--- config.mk ---
export PLATFORM = sky130hd
export DESIGN_NAME = cfx_exec
export DESIGN_NICKNAME = d
export VERILOG_FILES = /design/src/core/cfx_pkg.sv /design/src/core/cfx_stack.sv /design/src/core/cfx_exec.sv
export SDC_FILE = /design/constraint.sdc
export NUM_CORES = 1
export LEC_CHECK = 0
export ABC_AREA = 1
export BUFFER_PORTS_ARGS = -buffer_cell sky130_fd_sc_hd__buf_4
export CAP_MARGIN = 20
export CORE_AREA = 4 4 135 137
export DETAILED_ROUTE_END_ITERATION = 12
export DIE_AREA = 0 0 139 141
export GPL_TIMING_DRIVEN = 0
export HOLD_SLACK_MARGIN = 0.06
export SLEW_MARGIN = 20
export SYNTH_ARGS = -nofsm -noshare
export SYNTH_HDL_FRONTEND = slang
export SYNTH_SLANG_ARGS = --single-unit
--- constraint.sdc ---
create_clock -name sys_clk -period 4.1 [get_ports sys_clk]
set_clock_uncertainty 0.05 [all_clocks]
set_input_delay 0.41 -clock sys_clk [delete_from_list [all_inputs] [get_ports sys_clk]]
set_output_delay 0.41 -clock sys_clk [all_outputs]
set_load 0.02 [all_outputs]
--- src/core/cfx_pkg.sv ---
// Purpose: Shared constants for the call and file-operation execution block.
// Assumes: 14-bit instruction words, 13-bit program counter, 8-bit data.
// Notes:   Opcode encodings are defined here once and used by the execution unit.

package cfx_pkg;

	// ****************************************************************
	// Widths
	// ****************************************************************
	localparam int CFX_PC_W      = 13;
	localparam int CFX_INSN_W    = 14;
	localparam int CFX_DATA_W    = 8;
	localparam int CFX_FADDR_W   = 7;
	localparam int CFX_LIT_W     = 11;
	localparam int CFX_STACK_DEPTH = 8;

	// ****************************************************************
	// Field positions
	// ****************************************************************
	localparam int CFX_DEST_BIT   = 7;
	localparam int CFX_OPC_HI     = 13;
	localparam int CFX_CALL_OPC_LO = 11;
	localparam int CFX_FILE_OPC_LO = 8;
	localparam int CFX_CLR_OPC_LO  = 7;
	localparam int CFX_LATCH_LO   = 3;
	localparam int CFX_LATCH_HI   = 4;

	// ****************************************************************
	// Opcode patterns
	// ****************************************************************
	localparam logic [2:0]  CFX_OP_CALL    = 3'h4;
	localparam logic [5:0]  CFX_OP_COMPL   = 6'h09;
	localparam logic [5:0]  CFX_OP_DECR    = 6'h03;
	localparam logic [6:0]  CFX_OP_CLR     = 7'h03;
	localparam logic [6:0]  CFX_OP_CLEAR_WORK_OP    = 7'h02;

	// ****************************************************************
	// Reset values
	// ****************************************************************
	localparam logic [12:0] CFX_PC_RST     = 13'h0000;
	localparam logic [7:0]  CFX_W_RST      = 8'h00;
	localparam logic        CFX_Z_RST      = 1'b0;
	localparam logic [7:0]  CFX_ZERO_BYTE  = 8'h00;

	typedef enum logic [2:0] {
		CFX_ST_FETCH = 3'b001,
		CFX_ST_EXEC  = 3'b010,
		CFX_ST_CALL2 = 3'b100
	} cfx_state_type;

endpackage : cfx_pkg

--- src/core/cfx_stack.sv ---
// Purpose: Hardware return stack holding program counter values.
// Assumes: Circular stack; overflow wraps silently.
// Notes:   Top of stack comes out of a register.

`timescale 1ns/100ps
`default_nettype none

module cfx_stack
	import cfx_pkg::*;
#(
	parameter int DEPTH = CFX_STACK_DEPTH,
	parameter int WIDTH = CFX_PC_W
) (
	input  wire logic               sys_clk,
	input  wire logic               rst_b,
	input  wire logic               push,
	input  wire logic [WIDTH-1:0]   push_data,
	output logic      [WIDTH-1:0]   stack_top
);

	localparam int PW = $clog2(DEPTH);

	logic [WIDTH-1:0] mem_q [DEPTH];
	logic [PW-1:0]    ptr_q;
	logic [PW-1:0]    ptr_d;
	logic [WIDTH-1:0] top_d;

	// The top register reads the entry under the pointer and takes a pushed value directly, so a push shows on the next cycle.
	always_comb begin
		ptr_d = ptr_q;
		top_d = mem_q[ptr_q];
		if (push) begin
			ptr_d = ptr_q + PW'(1);
			top_d = push_data;
		end
	end

	always_ff @(posedge sys_clk) begin
		if (!rst_b) begin
			ptr_q     <= '0;
			stack_top <= '0;
			for (int i = 0; i < DEPTH; i++) begin
				mem_q[i] <= '0;
			end
		end else begin
			ptr_q     <= ptr_d;
			stack_top <= top_d;
			if (push) begin
				mem_q[ptr_d] <= push_data;
			end
		end
	end

endmodule : cfx_stack

`default_nettype wire

--- src/core/cfx_exec.sv ---
// Purpose: Executes subroutine call and file register operations.
// Assumes: File register read data is valid combinationally for the addressed file.
// Notes:   One instruction cycle is one clock; a call spends a second cycle.

`timescale 1ns/100ps
`default_nettype none

module cfx_exec
	import cfx_pkg::*;
(
	input  wire logic                    sys_clk,
	input  wire logic                    rst_b,
	input  wire logic                    insn_valid,
	input  wire logic [CFX_INSN_W-1:0]   insn,
	input  wire logic [7:0]              pc_high_latch,
	input  wire logic [CFX_DATA_W-1:0]   file_rdata,
	output logic                         insn_ready,
	output logic      [CFX_FADDR_W-1:0]  file_addr,
	output logic                         file_we,
	output logic      [CFX_DATA_W-1:0]   file_wdata,
	output logic      [CFX_PC_W-1:0]     program_counter,
	output logic      [CFX_PC_W-1:0]     stack_top,
	output logic      [CFX_DATA_W-1:0]   work_reg,
	output logic                         zero_flag,
	output logic                         zero_we
);

	// ****************************************************************
	// Decode
	// ****************************************************************
	function automatic logic is_file_op(input logic [CFX_INSN_W-1:0] w, input logic [5:0] op);
		return w[CFX_OPC_HI:CFX_FILE_OPC_LO] == op;
	endfunction : is_file_op

	function automatic logic is_clear_op(input logic [CFX_INSN_W-1:0] w, input logic [6:0] op);
		return w[CFX_OPC_HI:CFX_CLR_OPC_LO] == op;
	endfunction : is_clear_op

	logic is_call;
	logic is_compl;
	logic is_decr;
	logic is_clr;
	logic is_clear_work_op;
	logic dest_file;
	logic take;

	always_comb begin
		is_call   = insn[CFX_OPC_HI:CFX_CALL_OPC_LO] == CFX_OP_CALL;
		is_compl  = is_file_op(insn, CFX_OP_COMPL);
		is_decr   = is_file_op(insn, CFX_OP_DECR);
		is_clr    = is_clear_op(insn, CFX_OP_CLR);
		is_clear_work_op   = is_clear_op(insn, CFX_OP_CLEAR_WORK_OP);
		dest_file = insn[CFX_DEST_BIT];
	end

	// ****************************************************************
	// Sequencer and program counter
	// ****************************************************************
	cfx_state_type               state_q;
	cfx_state_type               state_d;
	logic [CFX_PC_W-1:0]         pc_q;
	logic [CFX_PC_W-1:0]         pc_d;
	logic                        push;
	logic [CFX_PC_W-1:0]         ret_addr;

	// The word behind a call is refused, which stands in for the flushed prefetch of a real pipeline.
	assign insn_ready = state_q != CFX_ST_CALL2;
	assign take       = insn_valid && insn_ready;
	assign ret_addr   = pc_q + CFX_PC_W'(1);
	assign file_addr  = insn[CFX_FADDR_W-1:0];

	always_comb begin
		state_d = state_q;
		pc_d    = pc_q;
		push    = 1'b0;
		case (state_q)
			CFX_ST_FETCH, CFX_ST_EXEC: begin
				state_d = CFX_ST_FETCH;
				if (take) begin
					pc_d    = ret_addr;
					state_d = CFX_ST_EXEC;
					if (is_call) begin
						push    = 1'b1;
						pc_d[CFX_LIT_W-1:0] = insn[CFX_LIT_W-1:0];
						pc_d[CFX_PC_W-1:CFX_LIT_W] = pc_high_latch[CFX_LATCH_HI:CFX_LATCH_LO];
						state_d = CFX_ST_CALL2;
					end
				end
			end
			CFX_ST_CALL2: begin
				// A call spends this cycle as a flushed fetch, so the counter holds.
				state_d = CFX_ST_FETCH;
			end
			default: begin
				state_d = CFX_ST_FETCH;
			end
		endcase
	end

	always_ff @(posedge sys_clk) begin
		if (!rst_b) begin
			state_q <= CFX_ST_FETCH;
			pc_q    <= CFX_PC_RST;
		end else begin
			state_q <= state_d;
			pc_q    <= pc_d;
		end
	end

	// ****************************************************************
	// Working register, zero flag and file write
	// ****************************************************************
	logic [CFX_DATA_W-1:0]       w_q;
	logic [CFX_DATA_W-1:0]       w_d;
	logic                        z_q;
	logic                        z_d;
	logic                        fwe_q;
	logic                        fwe_d;
	logic [CFX_DATA_W-1:0]       fwd_q;
	logic [CFX_DATA_W-1:0]       fwd_d;
	logic                        zwe_q;
	logic                        zwe_d;
	logic [CFX_DATA_W-1:0]       result;

	always_comb begin
		w_d    = w_q;
		z_d    = z_q;
		fwe_d  = 1'b0;
		fwd_d  = fwd_q;
		zwe_d  = 1'b0;
		result = CFX_ZERO_BYTE;
		if (take) begin
			if (is_compl || is_decr) begin
				result = is_compl ? ~file_rdata : file_rdata - CFX_DATA_W'(1);
				if (dest_file) begin
					fwe_d = 1'b1;
					fwd_d = result;
				end else begin
					w_d = result;
				end
				z_d   = result == CFX_ZERO_BYTE;
				zwe_d = 1'b1;
			end else if (is_clr) begin
				// clear file
				// The destination bit is part of this opcode (set for clear file); the file is always written.
				fwe_d = 1'b1;
				fwd_d = CFX_ZERO_BYTE;
				z_d   = 1'b1;
				zwe_d = 1'b1;
			end else if (is_clear_work_op) begin
				w_d   = CFX_ZERO_BYTE;
				z_d   = 1'b1;
				zwe_d = 1'b1;
			end
		end
	end

	always_ff @(posedge sys_clk) begin
		if (!rst_b) begin
			w_q   <= CFX_W_RST;
			z_q   <= CFX_Z_RST;
			fwe_q <= 1'b0;
			fwd_q <= CFX_ZERO_BYTE;
			zwe_q <= 1'b0;
		end else begin
			w_q   <= w_d;
			z_q   <= z_d;
			fwe_q <= fwe_d;
			fwd_q <= fwd_d;
			zwe_q <= zwe_d;
		end
	end

	// ****************************************************************
	// Outputs
	// ****************************************************************
	// The write strobe trails the operand by one cycle, so the register file must keep the address it saw.
	assign program_counter = pc_q;
	assign work_reg        = w_q;
	assign zero_flag       = z_q;
	assign file_we         = fwe_q;
	assign file_wdata      = fwd_q;
	assign zero_we         = zwe_q;

	// ****************************************************************
	// Return stack
	// ****************************************************************

	cfx_stack #(
		.DEPTH (CFX_STACK_DEPTH),
		.WIDTH (CFX_PC_W)
	) u_stack (
		.sys_clk   (sys_clk),
		.rst_b     (rst_b),
		.push      (push),
		.push_data (ret_addr),
		.stack_top (stack_top)
	);

endmodule : cfx_exec

`default_nettype wire

==> impl_metrics.csv <==
group,metric,value,unit
cells_and_area,drive_gt1_share,18.7,%
timing,finalCritPeriodShare,61.9,%
pwr,ir_worst_vdd,0.000321,V
timing,rsz0062_at_grt,"no",
timing,finalSetupTns,0,ns
drt,drc,0,
drt,detail_route.wirelength,19700,um
cells_and_area,n_antenna_cell,0,
clocking,cts_setup_buffers,0,
pwr,p_leak,3.31,nW
logic_synthesis,yosysTopAreaCell,"edfxtp_1",
floorplanning,die_area,19600,um2
logic_synthesis,syn_avg_cell_area,9.41,um2
placed_design,dpl.hpwl,13900,um
global_route,antenna_found_initial,0,
cells_and_area,area_growth,21.0,%
logic_synthesis,yosysUniqueCellTypes,37,
placed_design,place_area,7900,um2
logic_synthesis,yosysSeqAreaShare,59.1,%
floorplanning,num_io_pins,86,
timing,min_period,2.54,ns
timing,worstMarginPinSlew,1.04,ns
run,cap_violations,0,
drt,wl_met2,9140,um
drt,met3WireLength,1200,um
logic_synthesis,synthFlopType,"edfxtp_1",
clocking,cts_tree,"yes",
placed_design,place_congestion,0.870,
setup_path,crit_fanout,13,
clocking,clk_pin_slew,0.06,ns
timing,slew-limit-headroom,30.1,%
drt,vias_per_cell,5.18,
hold_path,min_path_type,"primary input to register",
timing,setup_viol,0,
global_route,grt_pass1_wl,30800,um
timing,hold_viol,0,
pwr,p_comb_share,7.9,%
clocking,cts_buffers,17,
clocking,clock_latency,0.43,ns
cells_and_area,final_cells,1081,
cells_and_area,fin_nets,879,
setup_path,reg2reg_slack,1.56,ns
setup_path,required,4.10,ns
drt,top_layer,"met4",
setup_path,path_class,"register to register",
logic_synthesis,synth.cell_area,7010,um2
setup_path,r2r-end,"u_stack.mem_q[7][11]",
drt,ant_nets,0,
clocking,cts_buffer_depth,2,
pwr,netSwitchingPower,0.000866,W
cells_and_area,fillCellCount,1668,
drt,wl_per_cell,18.2,um
floorplanning,num_rows,48,
cells_and_area,design_area,8490,um2
global_route,grt_max_degree,17,
pwr,pwr_density_cell,421,nW/um2
drt,drt-met1-wl,8870,um
setup_path,rr_worst_depth,9,
clocking,cts.sinks,155,
logic_synthesis,synthArstFlopShare,0,%
logic_synthesis,yosysTopAreaCellShare,44.5,%
setup_path,critPathLaunchType,"register",
cells_and_area,mostFrequentLayoutCell,"nor2_1",
floorplanning,die_y,141,um
pwr,internal-power,0.00270,W
cells_and_area,final_cell_mix,"nor2_1 (187), edfxtp_1 (104), buf_4 (93), nand2_1 (87), o21ai_0 (72)",
timing,drv_slew,0,
timing,fmax,0.394,GHz
logic_synthesis,synth_edf_count,104,
drt,drt_iter0_markers,416,
floorplanning,start_util,41.1,%
logic_synthesis,syn_nets,781,
pwr,p_clk_share,43.5,%
floorplanning,die_x,139,um
drt,routed-via-count,5600,
hold_path,hold_depth,3,
outcome,status,"completed",
setup_path,end_kind,"register",
cells_and_area,largest_reg_flops,104,
logic_synthesis,yosys_warnings,0,
hold_path,hold_end,"program_counter[12]",
pwr,swShare,24.3,%
placed_design,io_buffers,79,
logic_synthesis,syn-instance-count,745,
placed_design,dp.cells,1049,
pwr,power_frac_seq,48.7,%
logic_synthesis,synthTopCellsByArea,"edfxtp_1 (45%), dfxtp_1 (15%), nor2_1 (10%)",
hold_path,worst_hold_startpoint,"pc_high_latch[4]",
setup_path,cp.arrival,2.54,ns
setup_path,r2r_start,"state_q[1]",
global_route,grt_usage,20.4,%
clocking,hold_buffers,0,
clocking,cts-root-buf,"clkbuf_16",
floorplanning,fp.coreArea,17100,um2
clocking,cts-htree-levels,4,
global_route,grt_overflow_total,0,
cells_and_area,regMostFlops,"u_stack.mem_q",
global_route,grt_pass1_vias,5598,
drt,first_pass_iters,5,
clocking,ctsResizeCount,0,
logic_synthesis,synth_seq_cells,155,
## cells by family after synthesis
family	Yosys count	synth area share, %
AOI/OAI and AO/OA	132	11.2
xor gates and xnor gates	10	1.36
adders and majority gates	3	0.535
buffers and inverters	92	5.76
DFF	155	59.1
and+or+nand+nor	353	22.1
## synthesized netlist by cell type (2+ instances only)
library cell	instances
a21oi_1	17
buf_2	5
buf_4	14
clkbuf_1	23
clkinv_1	8
dfxtp_1	51
edfxtp_1	104
ha_1	3
inv_1	36
inv_2	5
nand2_1	87
nand3_1	45
nand3_2	11
nand4_1	4
nor2_1	187
nor2_2	5
nor2_4	2
nor3_1	5
o211ai_1	6
o21ai_0	72
o21ai_1	6
o21ai_2	2
o221ai_1	25
or2_0	2
xnor2_1	4
xor2_1	5
## routing by layer
metal / track usage (%) / up-vias
met3: 3.83 / 32
met1: 27.3 / 2635
met5: 0 / -
met2: 33.1 / 190
li1: - / 2743
met4: 7.72 / 0
## power groups by stage
stage | Combinational, W | Sequential [W] | Clock (W)
CTS | 0.000282 | 0.00174 | 0.00156
floorplan | 0.000142 | 0.00178 | 0
finish | 0.000281 | 0.00174 | 0.00155
global placement | 0.000280 | 0.00177 | 0
global route | 0.000308 | 0.00174 | 0.00162
detailed placement | 0.000281 | 0.00177 | 0
## layout make-up
| cell class | count | area (um2) | share of cell area [%] |
|---|---|---|---|
| sequential | 155 | 4140 | 48.8 |
| multi-input combinational | 498 | 2470 | 29.1 |
| timing repair buffer | 79 | 593 | 6.99 |
| clock buffer | 22 | 517 | 6.09 |
| tap | 225 | 282 | 3.32 |
| buffer | 43 | 220 | 2.59 |
| inverter | 49 | 184 | 2.17 |
| clock inverter | 10 | 75.1 | 0.885 |
## per-stage QoR
| step | total power (W) | hold slack (ns) | utilization [%] | setup slack [ns] |
|---|---|---|---|---|
| floorplan | 0.00193 | 0.486 | - | 2.01 |
| global placement | 0.00205 | 0.406 | 46.2 | 1.38 |
| detailed placement | 0.00205 | 0.412 | 46.3 | 1.36 |
| CTS | 0.00358 | 0.140 | 49.8 | 1.50 |
| global route | 0.00367 | 0.158 | 49.8 | 1.33 |
| finish | 0.00357 | 0.147 | 49.8 | 1.56 |
## worst max path at each step
stage	startpoint	end	slack, ns	depth (start not counted)
after floorplan	insn[11]	u_stack.mem_q[4][0]	2.01	8
after global placement	insn[11]	u_stack.mem_q[4][5]	1.38	9
after detailed placement	insn[11]	u_stack.mem_q[4][5]	1.36	9
after CTS	u_stack.ptr_q[0]	u_stack.mem_q[4][0]	1.50	6
after global routing	state_q[0]	u_stack.mem_q[4][11]	1.33	9
final	state_q[1]	u_stack.mem_q[7][11]	1.56	9
## worst max-delay path: stages, from the launching register on
cell and delay (ns):
dfxtp_1 0.32, nor2_1 0.06, inv_2 0.06, nand4_4 0.15
nor2_8 0.22, nand2_4 0.15, nor2_4 0.18, nand3_2 0.17
buf_4 0.24, nand2_1 0.54
Note: power is estimated with default switching activity, not from simulation.
